<file path="config.mk">
export PLATFORM = sky130hd
export DESIGN_NAME = rwd_top
export DESIGN_NICKNAME = d
export VERILOG_FILES = /design/src/rwd_pkg.sv /design/src/rwd_detector.sv /design/src/rwd_top.sv
export SDC_FILE = /design/constraint.sdc
export NUM_CORES = 1
export LEC_CHECK = 0
export ABC_AREA = 1
export BUFFER_PORTS_ARGS = -buffer_cell sky130_fd_sc_hd__buf_2
export CORE_ASPECT_RATIO = 0.8
export CORE_MARGIN = 5
export CORE_UTILIZATION = 53
export CTS_CLUSTER_DIAMETER = 120
export DETAILED_ROUTE_END_ITERATION = 10
export PLACE_DENSITY_LB_ADDON = 0.2
export SLEW_MARGIN = 20
export SYNTH_ARGS = -nofsm -noshare
export SYNTH_HDL_FRONTEND = slang
export SYNTH_SLANG_ARGS = --single-unit
</file>
<file path="constraint.sdc">
create_clock -name MCLK -period 2.02 [get_ports MCLK]
set_input_delay 0.303 -clock MCLK [delete_from_list [all_inputs] [get_ports MCLK]]
set_output_delay 0.303 -clock MCLK [all_outputs]
set_load 0.01 [all_outputs]
</file>
<file path="src/rwd_pkg.sv">
// constants shared by the ring insertion watchdog block
package rwd_pkg;

  // ==========================================================
  // register map
  localparam logic [3:0] RWD_OFF_CTRL = 4'h0;
  localparam logic [3:0] RWD_OFF_STATUS = 4'h4;
  localparam logic [3:0] RWD_OFF_WDOG_LEFT = 4'h8;

  // control fields
  localparam int RWD_CTRL_INHIBIT_BIT = 0;
  localparam logic RWD_CTRL_INHIBIT_RST = 1'b0;

  // status fields
  localparam int RWD_STAT_PHANTOM_BIT = 0;
  localparam int RWD_STAT_EXPIRED_BIT = 1;
  localparam int RWD_STAT_FAULT_BIT = 2;
  localparam int RWD_STAT_FREQ_BIT = 3;
  localparam int RWD_STAT_BYPASS_BIT = 4;
  localparam logic RWD_FAULT_STICKY_RST = 1'b0;

  // ==========================================================
  // timing
  localparam longint RWD_CLK_HZ = 100000000;
  localparam longint RWD_CLK_NS = 10;
  localparam longint RWD_WDOG_MIN_MS = 21;
  localparam longint RWD_WDOG_MAX_MS = 50;
  localparam longint RWD_WDOG_NOM_MS = 35;
  localparam longint RWD_WDOG_CYCLES = RWD_WDOG_NOM_MS * RWD_CLK_HZ / 1000;
  localparam int RWD_WDOG_W = 24;
  localparam longint RWD_DOWN_NS = 20;
  localparam int RWD_DOWN_CYCLES = int'((RWD_DOWN_NS + RWD_CLK_NS - 1) / RWD_CLK_NS);
  localparam int RWD_DIV_W = 3;
  localparam int RWD_SYNC_N = 13;
  localparam logic [1:0] RWD_STRAP_WAIT = 2'h3;

  // ==========================================================
  // detector sequence
  typedef enum logic [1:0] {RWD_PD_IDLE, RWD_PD_UP, RWD_PD_DOWN} rwd_pd_state_t;

endpackage

</file>
<file path="src/rwd_detector.sv">
// phase and frequency detector feeding the charge pump controls
module rwd_detector
  import rwd_pkg::*;
(
  input wire logic clk,
  input wire logic arst_n,
  input wire logic freq_mode,
  input wire logic data_edge,
  input wire logic rclk_rise,
  input wire logic ref_rise,
  output logic pump_up_q,
  output logic pump_down_q
);

  // ==========================================================
  // phase mode sequencer
  rwd_pd_state_t state_q;
  rwd_pd_state_t state_d;
  logic [1:0] down_cnt_q;
  logic [1:0] down_cnt_d;
  logic up_d;
  logic down_d;
  wire down_last = (down_cnt_q == 2'(RWD_DOWN_CYCLES - 1));
  wire freq_up = ref_rise & ~rclk_rise;
  wire freq_down = rclk_rise & ~ref_rise;

  always_comb begin
    state_d = state_q;
    down_cnt_d = down_cnt_q;
    unique case (state_q)
      // up width set by data to clock
      RWD_PD_IDLE: begin
        if (data_edge & ~freq_mode) begin
          state_d = RWD_PD_UP;
        end
      end
      RWD_PD_UP: begin
        if (rclk_rise | freq_mode) begin
          state_d = RWD_PD_DOWN;
          down_cnt_d = 2'h0;
        end
      end
      RWD_PD_DOWN: begin
        down_cnt_d = down_cnt_q + 2'h1;
        if (down_last) begin
          state_d = RWD_PD_IDLE;
        end
      end
    endcase
  end

  // mode picks which detector drives pump
  // up and down are mutually exclusive
  always_comb begin
    if (freq_mode) begin
      up_d = freq_up;
      down_d = freq_down;
    end else begin
      up_d = (state_d == RWD_PD_UP);
      down_d = (state_d == RWD_PD_DOWN);
    end
  end

  always_ff @(posedge clk or negedge arst_n) begin
    if (!arst_n) begin
      state_q <= RWD_PD_IDLE;
      down_cnt_q <= 2'h0;
      pump_up_q <= 1'b0;
      pump_down_q <= 1'b0;
    end else begin
      state_q <= state_d;
      down_cnt_q <= down_cnt_d;
      pump_up_q <= up_d;
      pump_down_q <= down_d;
    end
  end

endmodule

</file>
<file path="src/rwd_top.sv">
// ring interface digital core: data latch, wrap, insertion watchdog, phantom control
module rwd_top
  import rwd_pkg::*;
#(
  parameter longint WDOG_CYCLES = RWD_WDOG_CYCLES
) (
  input wire logic MCLK,
  input wire logic ARST_N,
  input wire logic [3:0] REG_ADDR,
  input wire logic [31:0] REG_WDATA,
  input wire logic REG_WR,
  input wire logic REG_RD,
  output logic [31:0] REG_RDATA,
  input wire logic RATE_SELECT,
  input wire logic DETECT_MODE_SELECT,
  input wire logic LOOPBACK_SELECT_N,
  input wire logic OUTPUT_ENABLE,
  input wire logic INSERT_REQUEST,
  input wire logic TIMER_CAP_PIN,
  input wire logic TRANSMIT_DATA_IN,
  input wire logic TRANSMIT_DATA_IN_N,
  input wire logic RX_LINE,
  input wire logic XTAL_REF,
  input wire logic [1:0] SENSE_SHORT,
  input wire logic [1:0] SENSE_OPEN,
  output logic LINE_DRIVE_A,
  output logic LINE_DRIVE_B,
  output logic RECOVERED_DATA,
  output logic RECOVERED_DATA_OE,
  output logic RECOVERED_CLOCK_OUT,
  output logic RECOVERED_CLOCK_OE,
  output logic PHANTOM_OUT_A,
  output logic PHANTOM_OUT_A_OE,
  output logic PHANTOM_OUT_B,
  output logic PHANTOM_OUT_B_OE,
  output logic PHANTOM_FAULT_N,
  output logic PHANTOM_FAULT_N_OE,
  output logic PUMP_UP,
  output logic PUMP_DOWN
);

  localparam logic [RWD_WDOG_W-1:0] WDOG_LOAD = RWD_WDOG_W'(WDOG_CYCLES);

  // ==========================================================
  // pin synchronisers
  wire [RWD_SYNC_N-1:0] pin_raw = {RATE_SELECT, DETECT_MODE_SELECT, LOOPBACK_SELECT_N,
                                   OUTPUT_ENABLE, INSERT_REQUEST, TIMER_CAP_PIN,
                                   TRANSMIT_DATA_IN, RX_LINE, XTAL_REF,
                                   SENSE_SHORT, SENSE_OPEN};
  logic [RWD_SYNC_N-1:0] sync1_q;
  logic [RWD_SYNC_N-1:0] sync2_q;

  genvar gi;
  generate
    for (gi = 0; gi < RWD_SYNC_N; gi++) begin : g_sync
      always_ff @(posedge MCLK or negedge ARST_N) begin
        if (!ARST_N) begin
          sync1_q[gi] <= 1'b0;
          sync2_q[gi] <= 1'b0;
        end else begin
          sync1_q[gi] <= pin_raw[gi];
          sync2_q[gi] <= sync1_q[gi];
        end
      end
    end
  endgenerate

  wire rate_s = sync2_q[12];
  wire freq_mode_s = sync2_q[11];
  wire wrap_n_s = sync2_q[10];
  wire enable_s = sync2_q[9];
  wire insert_s = sync2_q[8];
  wire strap_s = sync2_q[7];
  wire tx_s = sync2_q[6];
  wire rx_s = sync2_q[5];
  wire xtal_s = sync2_q[4];
  wire [1:0] short_s = sync2_q[3:2];
  wire [1:0] open_s = sync2_q[1:0];

  // ==========================================================
  // transmit steering
  // unretimed: skew between the pair passes straight to the line
  assign LINE_DRIVE_A = TRANSMIT_DATA_IN & ~TRANSMIT_DATA_IN_N & LOOPBACK_SELECT_N;
  assign LINE_DRIVE_B = ~TRANSMIT_DATA_IN & TRANSMIT_DATA_IN_N & LOOPBACK_SELECT_N;

  // ==========================================================
  // recovered clock and data latch
  logic [RWD_DIV_W-1:0] osc_cnt_q;
  logic rclk_q;
  logic rx_latch_q;
  logic rx_prev_q;
  logic xtal_prev_q;
  // bit 0 stands in for the oscillator, bit 2 is it divided by four
  // rate select high picks the slow ring
  wire rclk_d = rate_s ? osc_cnt_q[2] : osc_cnt_q[0];
  wire rclk_rise = rclk_d & ~rclk_q;
  wire rx_src = wrap_n_s ? rx_s : ~tx_s;
  wire data_edge = rx_src ^ rx_prev_q;
  wire ref_rise = xtal_s & ~xtal_prev_q;

  always_ff @(posedge MCLK or negedge ARST_N) begin
    if (!ARST_N) begin
      osc_cnt_q <= '0;
      rclk_q <= 1'b0;
      rx_prev_q <= 1'b0;
      xtal_prev_q <= 1'b0;
    end else begin
      osc_cnt_q <= osc_cnt_q + RWD_DIV_W'(1);
      rclk_q <= rclk_d;
      rx_prev_q <= rx_src;
      xtal_prev_q <= xtal_s;
    end
  end

  // latch moves with the clock rise, so it holds a full period
  // host's next rising edge sees it stable
  always_ff @(posedge MCLK or negedge ARST_N) begin
    if (!ARST_N) begin
      rx_latch_q <= 1'b0;
    end else if (rclk_rise) begin
      rx_latch_q <= rx_src;
    end
  end

  // ==========================================================
  // strap capture after reset release
  logic [1:0] strap_wait_q;
  logic bypass_q;
  wire strap_take = (strap_wait_q == RWD_STRAP_WAIT - 2'h1);

  always_ff @(posedge MCLK or negedge ARST_N) begin
    if (!ARST_N) begin
      strap_wait_q <= 2'h0;
      bypass_q <= 1'b0;
    end else begin
      if (strap_wait_q != RWD_STRAP_WAIT) begin
        strap_wait_q <= strap_wait_q + 2'h1;
      end
      if (strap_take) begin
        bypass_q <= strap_s;
      end
    end
  end

  // ==========================================================
  // watchdog
  logic insert_prev_q;
  logic [RWD_WDOG_W-1:0] wdog_q;
  logic [RWD_WDOG_W-1:0] wdog_d;
  wire insert_fall = insert_prev_q & ~insert_s;
  wire wdog_live = (wdog_q != '0);

  // counter reloaded on each falling edge while wrap is off
  // rising edge leaves count running down
  // no edges means it simply runs out
  always_comb begin
    wdog_d = wdog_q;
    if (insert_fall & wrap_n_s) begin
      wdog_d = WDOG_LOAD;
    end else if (wdog_live) begin
      wdog_d = wdog_q - RWD_WDOG_W'(1);
    end
  end

  always_ff @(posedge MCLK or negedge ARST_N) begin
    if (!ARST_N) begin
      insert_prev_q <= 1'b0;
      wdog_q <= '0;
    end else begin
      insert_prev_q <= insert_s;
      wdog_q <= wdog_d;
    end
  end

  // ==========================================================
  // register file
  logic inhibit_q;
  logic fault_sticky_q;
  logic [31:0] rdata_q;
  wire sel_ctrl = (REG_ADDR == RWD_OFF_CTRL);
  wire sel_status = (REG_ADDR == RWD_OFF_STATUS);
  wire sel_left = (REG_ADDR == RWD_OFF_WDOG_LEFT);
  wire wr_ctrl = REG_WR & sel_ctrl;
  wire clr_fault = REG_WR & sel_status & REG_WDATA[RWD_STAT_FAULT_BIT];

  // ==========================================================
  // phantom drive and fault
  logic phantom_q;
  logic fault_n_q;
  // strapped off: insert low means inserted, no timeout
  // expiry drops drive whatever the wrap level
  // wrap holds drive off, live count may resume it
  // count default sits inside the 21 to 50 ms window
  wire phantom_d = ~inhibit_q & wrap_n_s & (bypass_q ? ~insert_s : wdog_live);
  // any short or open pulls fault low while insert is low
  wire fault_hit = |{short_s, open_s};
  wire fault_n_d = insert_s | ~fault_hit;

  always_ff @(posedge MCLK or negedge ARST_N) begin
    if (!ARST_N) begin
      phantom_q <= 1'b0;
      fault_n_q <= 1'b1;
    end else begin
      phantom_q <= phantom_d;
      fault_n_q <= fault_n_d;
    end
  end

  // ==========================================================
  // register access
  // inhibit lets software drop the drive without touching insert
  logic [31:0] rd_mux;
  assign rd_mux = sel_ctrl ? {31'h0, inhibit_q} :
                  sel_status ? {27'h0, bypass_q, freq_mode_s, fault_sticky_q,
                                ~wdog_live & ~bypass_q, phantom_q} :
                  sel_left ? {8'h0, wdog_q} : 32'h0;

  always_ff @(posedge MCLK or negedge ARST_N) begin
    if (!ARST_N) begin
      inhibit_q <= RWD_CTRL_INHIBIT_RST;
      fault_sticky_q <= RWD_FAULT_STICKY_RST;
      rdata_q <= 32'h0;
    end else begin
      if (wr_ctrl) begin
        inhibit_q <= REG_WDATA[RWD_CTRL_INHIBIT_BIT];
      end
      // set wins over a same-cycle clear
      if (~fault_n_d) begin
        fault_sticky_q <= 1'b1;
      end else if (clr_fault) begin
        fault_sticky_q <= 1'b0;
      end
      rdata_q <= REG_RD ? rd_mux : 32'h0;
    end
  end

  // ==========================================================
  // detectors
  logic pump_up_q;
  logic pump_down_q;

  // in phase mode, a data transition seen in idle opens one sequence
  rwd_detector u_det (
    .clk(MCLK),
    .arst_n(ARST_N),
    .freq_mode(freq_mode_s),
    .data_edge(data_edge),
    .rclk_rise(rclk_rise),
    .ref_rise(ref_rise),
    .pump_up_q(pump_up_q),
    .pump_down_q(pump_down_q)
  );

  // ==========================================================
  // output stage
  logic enable_q;
  always_ff @(posedge MCLK or negedge ARST_N) begin
    if (!ARST_N) begin
      enable_q <= 1'b0;
    end else begin
      enable_q <= enable_s;
    end
  end

  // enable low floats phantom and fault pins
  assign PHANTOM_OUT_A_OE = enable_q;
  assign PHANTOM_OUT_B_OE = enable_q;
  assign PHANTOM_FAULT_N_OE = enable_q;
  assign RECOVERED_DATA_OE = enable_q;
  assign RECOVERED_CLOCK_OE = enable_q;
  assign PHANTOM_OUT_A = phantom_q;
  assign PHANTOM_OUT_B = phantom_q;
  assign PHANTOM_FAULT_N = fault_n_q;
  assign RECOVERED_DATA = rx_latch_q;
  assign RECOVERED_CLOCK_OUT = rclk_q;
  assign REG_RDATA = rdata_q;
  assign PUMP_UP = pump_up_q;
  assign PUMP_DOWN = pump_down_q;

endmodule

</file>
== Word-level counts from Yosys, hierarchy flattened ==
Index checks and enable logic that the tools add are counted.
Operators by class
  add/sub/neg operators: 4
  multipliers: 0
  div/mod/pow operators: 0
  magnitude comparators: 0
  equality and inequality tests: 11
  shift operators: 0
  muxes and demuxes: 19
  bitwise logic cells: 33
  reduce and logical (&&, ||, !) cells: 7
Operators by type and width (number)
  two-way mux 24 bit: 5
  two-way mux 32 bit: 1
  nonzero test 24 bit: 1
  subtractor 24 x 1 -> 24 bit (second input constant): 1
  bitwise AND 1 bit: 17
  inverter 1 bit: 13
  two-way mux 2 bit: 4
  two-way mux 1 bit: 7
  == test 2 x 1 -> 1 bit (second input constant): 3
  == test 2 bit (second input constant): 3
  one-hot mux 2 bit (3 select lines): 1
  adder 2 x 1 -> 2 bit (second input constant): 2
  == test 4 x 3 -> 1 bit (second input constant): 1
  == test 4 bit (second input constant): 1
  logical NOT 4 bit: 1
  inequality test 2 bit (second input constant): 2
  one-hot mux 2 bit (2 select lines): 1
  nonzero test 2 bit: 2
  OR reduction 4 bit: 1
  adder 3 x 1 -> 3 bit (second input constant): 1
  logical NOT 2 bit: 1
  inequality test 2 x 1 -> 1 bit (second input constant): 1
  OR 1 bit: 2
  AND reduction 2 bit: 1
  bitwise XOR 1 bit: 1
Storage, ports and cells
  register bits: 104
  latch bits: 0
  bits in writable memories: 0
  bits in read-only memories: 0
  input bits: 54
  logic and storage cells: 119
  memories: 0

== Logic depth before layout (Yosys ltp) ==
Gate-level depths: netlist of run 1.
  depth in word-level cells: 8
  gate-level depth with buffers: 10
  depth with buffers taken out: 10

== Modules after synthesis ==
A second synthesis of run 1 with hierarchy kept.
Unflattened totals
  cell total of the unflattened synthesis: 441
  area, all modules: 4075.2 µm²
By module, submodules not included
  rwd_top: times used 1, cells an instance 391, area an instance 3702.3 µm², sequential area each 2253.4 µm²
  rwd_detector: times used 1, cells an instance 50, area an instance 372.9 µm², sequential area each 150.1 µm²

== Worst setup path before layout of run 1 ==
Ideal clock, no wire load.
  path type: register to register
  from: reg wdog_q[0]
  to: reg wdog_q[20]
  library setup time: 0.128 ns
  arrival: 1.398 ns
  required time: 1.892 ns
  path slack: 0.494 ns
  cell stages (with the launch flop): 10
  path buffers: 0
  period minus slack after synthesis: 1.526 ns
  path through: dfrtp_1 inv_2 ha_1 nand2_4 nor2_2 nand2_1 nor2_2 nand2_1 nand2_1 nand3_1
On the way
  cells in the longest elaborated chain, start to end: 3
  elaborated cells between the ends (all ways): 5
Ends and longest elaborated chain
  from (decl): line rwd_top.sv:148  | logic [RWD_WDOG_W-1:0] wdog_q;
  from (signal assigned): line rwd_top.sv:171  | wdog_q <= wdog_d;
  subtractor 24 x 1 -> 24 bit: line rwd_top.sv:161  | wdog_d = wdog_q - RWD_WDOG_W'(1);
  two-way mux 24 bit: line rwd_top.sv:160  | end else if (wdog_live) begin
  two-way mux 24 bit: line rwd_top.sv:158  | if (insert_fall & wrap_n_s) begin
Several ways; a longest one is shown, not always the timed one. The select of a mux whose other input is x is not followed.
A chain may end at the register's enable or synchronous reset.

== Final worst setup path of run 1 ==
  from: reg wdog_q[0]
  to: reg wdog_q[1]
Same word-level chain as after synthesis.

==> results of run 1 <==
## critical path: cells and delay by family (launching register included)
kind | cells | cell delay, ns
AO/OA/AOI/OAI | 1 | 0.08
buffers and inverters | 1 | 0.13
AND/OR/NAND/NOR | 4 | 0.68
flip-flops | 1 | 0.44
adder cells (fa/ha/maj) | 1 | 0.23
## sequential cells by signal (all words and copies together) (netlist names), 2 cells and up
name,cells
open_s,2
u_det.down_cnt_q,2
wdog_q,24
REG_RDATA,24
short_s,2
u_det.state_q,2
osc_cnt_q,3
strap_wait_q,2
sync1_q,13
## cells in the mapped netlist
cell	n	area (um^2)
dfrtp_1	95	2380
nand2_1	85	319
nor2_1	66	248
inv_1	64	240
nand3_1	36	180
buf_4	13	97.6
nand4_1	11	68.8
o21ai_0	10	50.1
a21oi_1	8	40.0
nor2_2	8	50.1
ha_1	7	87.6
xor2_1	5	43.8
nor3_1	4	20.0
o22ai_1	4	25.0
o211ai_1	3	22.5
buf_2	2	10.0
nor2_4	2	22.5
and2_1	1	6.26
and3_1	1	6.26
clkbuf_1	1	3.75
clkinv_4	1	8.76
conb_1	1	3.75
dfstp_2	1	26.3
inv_2	1	3.75
mux2_2	1	11.3
nand2_2	1	6.26
nand2_4	1	11.3
nand4_2	1	12.5
nand4_4	1	21.3
nor3_2	1	10.0
nor4_1	1	6.26
o21ai_2	1	8.76
o21bai_1	1	7.51
o41ai_1	1	8.76
or2_2	1	6.26
xnor2_1	1	8.76
## final cells by class
class	count	area share
clock inverter	7	0.0134
sequential	96	0.514
clock buffer	9	0.0265
multi-input combinational	271	0.286
tap	105	0.0281
inverter	66	0.0540
timing repair buffer	67	0.0786
## metrics by stage
stage / instance area [um^2] / utilization / power (uW) / worst slack (ns) / hold WS (ns)
floorplan: 4110 / - / 2750 / 0.494 / 0.00741
global placement: 4480 / 0.601 / 2960 / 0.403 / 0.330
detailed placement: 4480 / 0.601 / 2980 / 0.389 / 0.331
CTS: 4680 / 0.627 / 4170 / 0.327 / 0.0136
global route: 4680 / 0.627 / 4380 / 0.219 / 0.00646
finish: 4680 / 0.627 / 4130 / 0.335 / 0.0217
## where the power goes
group	internal [uW]	leakage (uW)	switching [uW]	total (uW)
Combinational	276	0.00127	473	749
Sequential	2080	0.00116	117	2200
Clock	475	0.0000980	708	1180
Total	2830	0.00253	1300	4130
## worst max path at each step
stage                 end      start  cells after the start
2_1_floorplan  wdog_q[20]  wdog_q[0]                      9
3_3_place_gp    wdog_q[1]  wdog_q[0]                      7
3_5_place_dp    wdog_q[1]  wdog_q[0]                      7
4_1_cts         wdog_q[1]  wdog_q[0]                      7
5_1_grt         wdog_q[1]  wdog_q[0]                      7
6_report        wdog_q[1]  wdog_q[0]                      7
## layer usage
metal,vias up,wire length [um]
met5,-,0
met4,0,104
met3,11,612
met2,93,3580
met1,1407,3530
li1,1510,-
## logic make-up after synthesis
family	Yosys count
DFF	96
and+or+nand+nor	221
other	1
adders and majority gates	7
AOI/OAI and AO/OA	28
buffers and inverters	82
xor gates and xnor gates	6
muxes	1
==> flow_summary.yaml, run 1 <==
routing:
  vias: 3021
  dr.pass1.iters: 5
  routedWlPerCell_um: 12.6
  avgViaCountPerCell: 4.86
  drt_iter0_markers: 137
  drc: 0
  drt_wl_total_um: 7830
  ant_nets: 0
yosys:
  syn_inst: 442
  yosysUniqueCellTypes: 36
  synth_compound_area_frac: 0.0399
  netlist_area_um2: 4080
  synth_simple_gate_area_frac: 0.244
  yosysSeqAreaShare: 0.589
  synthAdderAreaFrac: 0.0215
  synth_seq_cells: 96
  synth-xor-area-share: 0.0129
  synth_warnings: 0
  synthMuxAreaShare: 0.00276
  synth_top_family_by_area: "simple AND/OR/NAND/NOR gates"
  avgSynthCellArea_um2: 9.23
cts:
  cts_num_sinks: 96
  cts_buffer_depth: 2
  cts_setup_buffers: 0
  ctsHoldBuffers: 1
  clk_latency_ns: 0.38
  numCtsBuffers: 9
  path_clk_slew_ns: 0.10
  cts_resized: 0
  cts-root-buf: "clkbuf_8"
  cts_tree: "built"
  htree_num_levels: 3
worst_setup_path:
  timing_worst_setup_path_type: "reg2reg"
  cpPeakStageDelay_ns: 0.44
  crit_chain: "inv_2 -> ha_1 -> nand2_4 -> nor2_2 -> nand3_1 -> nand2_1 -> o22ai_1"
  worst-endpoint-required_ns: 2.29
  arrival_ns: 1.96
  rrSetupSlack_ns: 0.33
  rr_endpoint: "wdog_q[1]"
  end_kind: "register"
  crit_fanout: 7
  crit_slowest_cell: "dfrtp_1"
  reg2regPathDepth: 7
  cp-start-kind: "register"
  crit-reg2reg-launch: "wdog_q[0]"
finish:
  nNetsFinal: 572
  final_common_cell: "dfrtp_1"
  seq_area_um2: 2400
  multi_input_area_um2: 1340
  layout.cells.non_filler: 621
  fillCellCount: 664
  antenna_cells: 0
  drive_gt1_frac: 0.200
  areaGrowthSynthToFinish_pct: 14.7
  final_cell_mix: "dfrtp_1 (95), nand2_1 (85), nor2_1 (66)"
run_status:
  status: "complete, no violations"
floorplan:
  start_util: 0.547
  die_area_um2: 9560
  coreArea_um2: 7460
  die_h_um: 88.5
  die_w_um: 108
  io_pins: 100
  rows: 28
timing:
  tightest_slew_ns: 0.555
  relSlewSlack: 0.630
  maxSlewViolCount: 0
  finalCritPeriodShare: 0.834
  fin_setup_tns_ns: 0
  hold_viol: 0
  max_clock_freq_mhz: 593
  fin_skew_ns: 0.0141
  setup_viol: 0
  period_needed_ns: 1.69
  rsz0062_at_grt: "no"
grt:
  grt.met3_usage: 0.0569
  grtUsageMet2: 0.279
  grt.total_usage: 0.183
  grt-busiest-layer: "met2"
  gr-total-overflow: 0
  grt_pass1_wl_um: 13400
  antenna_found_initial: 0
  grt_pass1_vias: 2811
  grtUsageMet1: 0.253
  grt_start_max_net_pins: 46
hold_path:
  hp-class: "in2reg"
  worst_hold_path.num_cells: 1
  hold_start: "XTAL_REF"
  holdPathEnd: "sync1_q[4]"
power_and_ir_drop:
  power.density_nw_per_um2: 882
  ir_drop_mv: 0.565
  power.leakage_uw: 0.00253
placed_design:
  place.gp.congestion: 0.916
  placedCellCount: 604
  port_buffers: 61
  dp_hpwl_um: 5880
flow_run:
  cap_violations: 0
Note: power is estimated with default switching activity, not from simulation.
==> inputs of run 2 (changes only) <==
==> constraint.sdc (replaced) <==
create_clock -name MCLK -period 1.6 [get_ports MCLK]
set_input_delay 0.24 -clock MCLK [delete_from_list [all_inputs] [get_ports MCLK]]
set_output_delay 0.24 -clock MCLK [all_outputs]
set_load 0.01 [all_outputs]
==> run 2 against run 1 <==
Net effect:
- core utilization up 3.3 points
- register-to-register slack got worse by 0.23 ns
- setup slack worse by 0.23 ns
- sequential power rose by 26%
- via count up 3.9%
- critical path depth is 1 higher
- clock skew shrank 0.0074 ns
- power rose by 31%
- routed wire length is 5.0% higher
- critical path type unchanged
- largest cell class unchanged
- highest routed layer unchanged
==> flow_summary.yaml, run 2 (synthesis results as in run 1) <==
routing:
  wl_met3_um: 660
  drt_wl_total_um: 8220
  top_layer_used: "met4"
  ant_nets: 0
  routedWlPerCell_um: 12.8
  avgViaCountPerCell: 4.90
  drc: 0
  dr.pass1.iters: 4
  m1WireLength_um: 3690
  vias: 3139
  wl_met2_um: 3760
  drt_iter0_markers: 146
grt:
  grt_pass1_wl_um: 13900
  grt_start_max_net_pins: 38
  grt.total_usage: 0.188
  grt_pass1_vias: 2995
  gr-total-overflow: 0
  antenna_found_initial: 0
run_status:
  status: "complete, no violations"
finish:
  final_cell_area_um2: 4930
  nNetsFinal: 592
  multi_input_area_um2: 1380
  areaGrowthSynthToFinish_pct: 20.8
  final_cell_mix: "dfrtp_1 (94), nand2_1 (85), inv_1 (64), nor2_1 (64), buf_2 (60)"
  drive_gt1_frac: 0.216
  fillCellCount: 618
  antenna_cells: 0
  final_common_cell: "dfrtp_1"
  seq_area_um2: 2400
placed_design:
  port_buffers: 61
  dp_hpwl_um: 6080
  dp_slack_ns: 0.0628
  place.gp.congestion: 0.920
  place_area_um2: 4550
flow_run:
  cap_violations: 0
worst_setup_path:
  arrival_ns: 1.80
  end_kind: "register"
  cpPeakStageDelay_ns: 0.42
  worst-endpoint-required_ns: 1.91
  crit_slowest_cell: "dfrtp_1"
  timing_worst_setup_path_type: "reg2reg"
  cp_common_cell: "nand2_1"
  cp-startpoint: "u_det.state_q[1]"
  crit_fanout: 4
  cp-start-kind: "register"
  crit_chain: "inv_1 -> ha_1 -> or2_2 -> o21ai_1 -> nand2_1 -> nand2_1 -> nand2_1 -> nand2_1"
  crit-reg2reg-launch: "u_det.state_q[1]"
cts:
  cts_num_sinks: 96
  numCtsBuffers: 9
  htree_num_levels: 3
  cts_setup_buffers: 0
  cts_tree: "built"
  cts-root-buf: "clkbuf_8"
  clk_latency_ns: 0.37
  path_clk_slew_ns: 0.10
  cts_buffer_depth: 2
timing:
  fin_skew_ns: 0.00668
  period_needed_ns: 1.49
  max_clock_freq_mhz: 670
  tightest_slew_ns: 0.503
  fin_ws_ns: 0.107
  hold_viol: 0
  relSlewSlack: 0.661
  fin_hold_ws_ns: 0.134
  maxSlewViolCount: 0
  rsz0062_at_grt: "yes"
  setup_viol: 0
  finalCritPeriodShare: 0.933
floorplan:
  io_pins: 100
  rows: 28
  coreArea_um2: 7460
  die_area_um2: 9560
  die_w_um: 108
  die_h_um: 88.5
  start_util: 0.547
power_and_ir_drop:
  ir_drop_mv: 0.728
  power.density_nw_per_um2: 1090
  power.leakage_uw: 0.00262
hold_path:
  hold_start: "REG_WDATA[0]"
  hp-class: "in2reg"
## run 2: power by group
group / switching [uW] / leakage, uW / internal (uW)
clock: 931 / 0.000100 / 614
sequential: 147 / 0.00116 / 2630
combinational: 641 / 0.00136 / 436
total: 1720 / 0.00262 / 3680
## run 2: final timing paths
check / endpoint / slack (ns) / cells after the start
setup / recovery: u_det.pump_up_q / 0.11 / 8
hold reg to reg: insert_s / 0.35 / 0
min in group asynchronous: RECOVERED_CLOCK_OUT / 0.32 / 2
setup reg to reg: u_det.pump_up_q / 0.11 / 8
max in group asynchronous: PHANTOM_FAULT_N / 0.69 / 3
hold / removal: inhibit_q / 0.13 / 3
## run 2: worst max-delay path, delay by kind of cell (launching register included)
family	cells	cell delay [ns]
AO/OA/AOI/OAI	1	0.12
adder cells (fa/ha/maj)	1	0.22
buffers and inverters	1	0.08
flip-flops	1	0.42
AND/OR/NAND/NOR	5	0.60
## run 2: what timing repair did
action                     4_1_cts  5_1_grt
setup endpoints to repair        0       16
hold buffers                    14        0
gates resized for setup          0       11
hold endpoints to repair        38        0
## run 2: cell type report
cell class              instances  area share
repair buffers                 87       0.114
clock buffers                   9      0.0251
flip-flops and latches         96       0.488
inverters                      66      0.0513
well taps                     105      0.0267
clock inverters                 7      0.0140
multi-input cells             271       0.281
## run 2: routing by layer
| metal | vias up | GRT usage |
|---|---|---|
| li1 | 1542 | - |
| met1 | 1468 | 0.273 |
| met2 | 120 | 0.283 |
| met3 | 9 | 0.0430 |
| met4 | 0 | 0.0642 |
| met5 | - | 0 |
## run 2: stage by stage
stage	total power, uW	utilization	cells	setup TNS, ns
2_1_floorplan	3470	-	449	0
3_3_place_gp	3770	0.610	611	0
3_5_place_dp	3820	0.610	611	0
4_1_cts	5380	0.654	641	0
5_1_grt	5710	0.660	641	-0.0181
6_report	5390	0.660	641	0
==> inputs of run 3 (changes only) <==
--- a/config.mk
+++ b/config.mk
@@ -6,12 +6,12 @@
 export NUM_CORES = 1
 export LEC_CHECK = 0
 export ABC_AREA = 1
-export BUFFER_PORTS_ARGS = -buffer_cell sky130_fd_sc_hd__buf_2
 export CORE_ASPECT_RATIO = 0.8
 export CORE_MARGIN = 5
-export CORE_UTILIZATION = 53
+export CORE_UTILIZATION = 60
 export CTS_CLUSTER_DIAMETER = 120
 export DETAILED_ROUTE_END_ITERATION = 10
+export DONT_BUFFER_PORTS = 1
 export PLACE_DENSITY_LB_ADDON = 0.2
 export SLEW_MARGIN = 20
 export SYNTH_ARGS = -nofsm -noshare
==> run 3 against run 2 <==
Net effect:
- the run now ends with negative hold slack left
- core utilization is 4.7 points higher
- global-route usage is 2.5 points higher
- routed wire length is 2.1% higher
- clock-buffer cell count stayed put
- sequential power is 1% higher
- critical path depth is 1 lower
- sequential share of layout area is 3.4 points higher
- non-clock buffer count is 61 lower
- combinational power is 9% lower
- via count is 5.8% lower
- final cell count is 13% lower
==> flow_summary.yaml, run 3 (synthesis results as in run 1) <==
run_status:
  status: "finished, violations left"
  violations: "negative hold slack"
placed_design:
  place.gp.congestion: 0.872
  port_buffers: 0
  placedCellCount: 524
  dp_slack_ns: 0.0216
  dp_hpwl_um: 5780
finish:
  final_common_cell: "dfrtp_1"
  antenna_cells: 0
  areaGrowthSynthToFinish_pct: 12.8
  layout.cells.non_filler: 559
  final_cell_mix: "dfrtp_1 (94), nand2_1 (85), inv_1 (62), nor2_1 (62), nand3_1 (34)"
  nNetsFinal: 531
  drive_gt1_frac: 0.124
routing:
  drt_iter0_markers: 179
  ant_nets: 0
  dr.pass1.iters: 7
  drt_wl_total_um: 8390
  vias: 2958
  routedWlPerCell_um: 15.0
  drc: 0
  avgViaCountPerCell: 5.29
grt:
  grtUsageMet2: 0.320
  grt.met3_usage: 0.0769
  gr-total-overflow: 0
  grtUsageMet1: 0.292
  grt-busiest-layer: "met2"
  grt_pass1_vias: 2980
  grt_pass1_wl_um: 14000
  grt_start_max_net_pins: 97
  grt.total_usage: 0.214
  antenna_found_initial: 0
cts:
  ctsHoldBuffers: 16
  cts_num_sinks: 96
  cts-root-buf: "clkbuf_8"
  cts_tree: "built"
  numCtsBuffers: 9
  cts_buffer_depth: 2
  htree_num_levels: 3
  path_clk_slew_ns: 0.11
  clk_latency_ns: 0.38
power_and_ir_drop:
  comb_power_share: 0.183
  ir_drop_mv: 0.856
  p_sw_uw: 1720
  power.leakage_uw: 0.00233
  p_int_uw: 3650
  power_uw: 5370
  p_seq_frac: 0.522
  power.share.switching: 0.321
  pwr-share-clk: 0.294
  power.density_nw_per_um2: 1170
worst_setup_path:
  arrival_ns: 1.78
  rrSetupSlack_ns: 0.08
  crit-reg2reg-launch: "u_det.state_q[1]"
  worst-endpoint-required_ns: 1.86
  cpPeakStageDelay_ns: 0.42
  reg2regPathDepth: 7
  crit_slowest_cell: "dfrtp_1"
  cp_common_cell: "nand2_1"
  end_kind: "register"
  crit_chain: "inv_1 -> ha_2 -> or2_2 -> o21ai_1 -> nand2_1 -> nand2_1 -> o21bai_1"
  cp-start-kind: "register"
  crit_fanout: 4
  rr_endpoint: "u_det.pump_down_q"
  timing_worst_setup_path_type: "reg2reg"
floorplan:
  die_area_um2: 8560
  coreArea_um2: 6510
  start_util: 0.627
  die_w_um: 102
  die_h_um: 83.8
  rows: 26
  io_pins: 100
flow_run:
  cap_violations: 0
timing:
  maxSlewViolCount: 0
  fin_hold_ws_ns: -0.458
  fin_setup_tns_ns: 0
  period_needed_ns: 1.52
  max_clock_freq_mhz: 658
  finalCritPeriodShare: 0.950
  rsz0062_at_grt: "no"
  setup_viol: 0
  fin_ws_ns: 0.0798
  hold_viol: 96
  fin_skew_ns: 0.0141
hold_path:
  hp-class: "in2async"
## run 3: how the worst max path moves through the flow
stage / startpoint / endpoint / cells after the start / slack, ns
2_1_floorplan: wdog_q[0] / wdog_q[20] / 9 / 0.07
3_3_place_gp: wdog_q[1] / wdog_q[1] / 7 / 0.09
3_5_place_dp: wdog_q[1] / wdog_q[1] / 7 / 0.02
4_1_cts: wdog_q[1] / wdog_q[1] / 7 / 0.004
5_1_grt: wdog_q[22] / wdog_q[12] / 6 / 0.006
6_report: u_det.state_q[1] / u_det.pump_down_q / 7 / 0.08
## run 3: layout make-up
| type | instances | area [um^2] |
|---|---|---|
| clock inverters | 7 | 86.3 |
| fillers | 475 | 1900 |
| well taps | 84 | 105 |
| flip-flops and latches | 96 | 2400 |
| multi-input cells | 271 | 1400 |
| clock buffers | 9 | 124 |
| inverters | 66 | 253 |
| repair buffers | 26 | 235 |
## run 3: layer usage
layer / routed length (um) / up-vias
li1: - / 1424
met1: 3800 / 1423
met2: 3860 / 99
met3: 617 / 12
met4: 112 / 0
met5: 0 / -
## run 3: per-stage QoR
step,cell area [um^2],hold WS (ns),util
4_1_cts,4540,-0.478,0.697
6_report,4600,-0.458,0.708
3_5_place_dp,4150,-0.0532,0.638
5_1_grt,4600,-0.489,0.708
2_1_floorplan,4110,-0.0556,-
3_3_place_gp,4150,-0.0532,0.638
## run 3: what timing repair did
item	in CTS	in global routing
buffers inserted	0	3
endpoints found under the hold margin	111	96
setup endpoints to repair	1	25
pin swaps	0	3
gates resized for setup	1	15
## run 3: worst max-delay path, delay by kind of cell, from the launching register on
kind,cells,cell delay [ns]
compound gates,2,0.22
buf+inv,1,0.09
fa+ha+maj,1,0.20
simple gates,3,0.48
flops,1,0.42
## run 3: power by group through the flow
stage                     clock network (uW)  registers [uW]  logic (uW)
after floorplan                            0            2800         665
after global routing                    1730            2840        1100
after CTS                               1620            2800         917
after detailed placement                   0            2840         846
after global placement                     0            2840         787
final                                   1580            2810         985
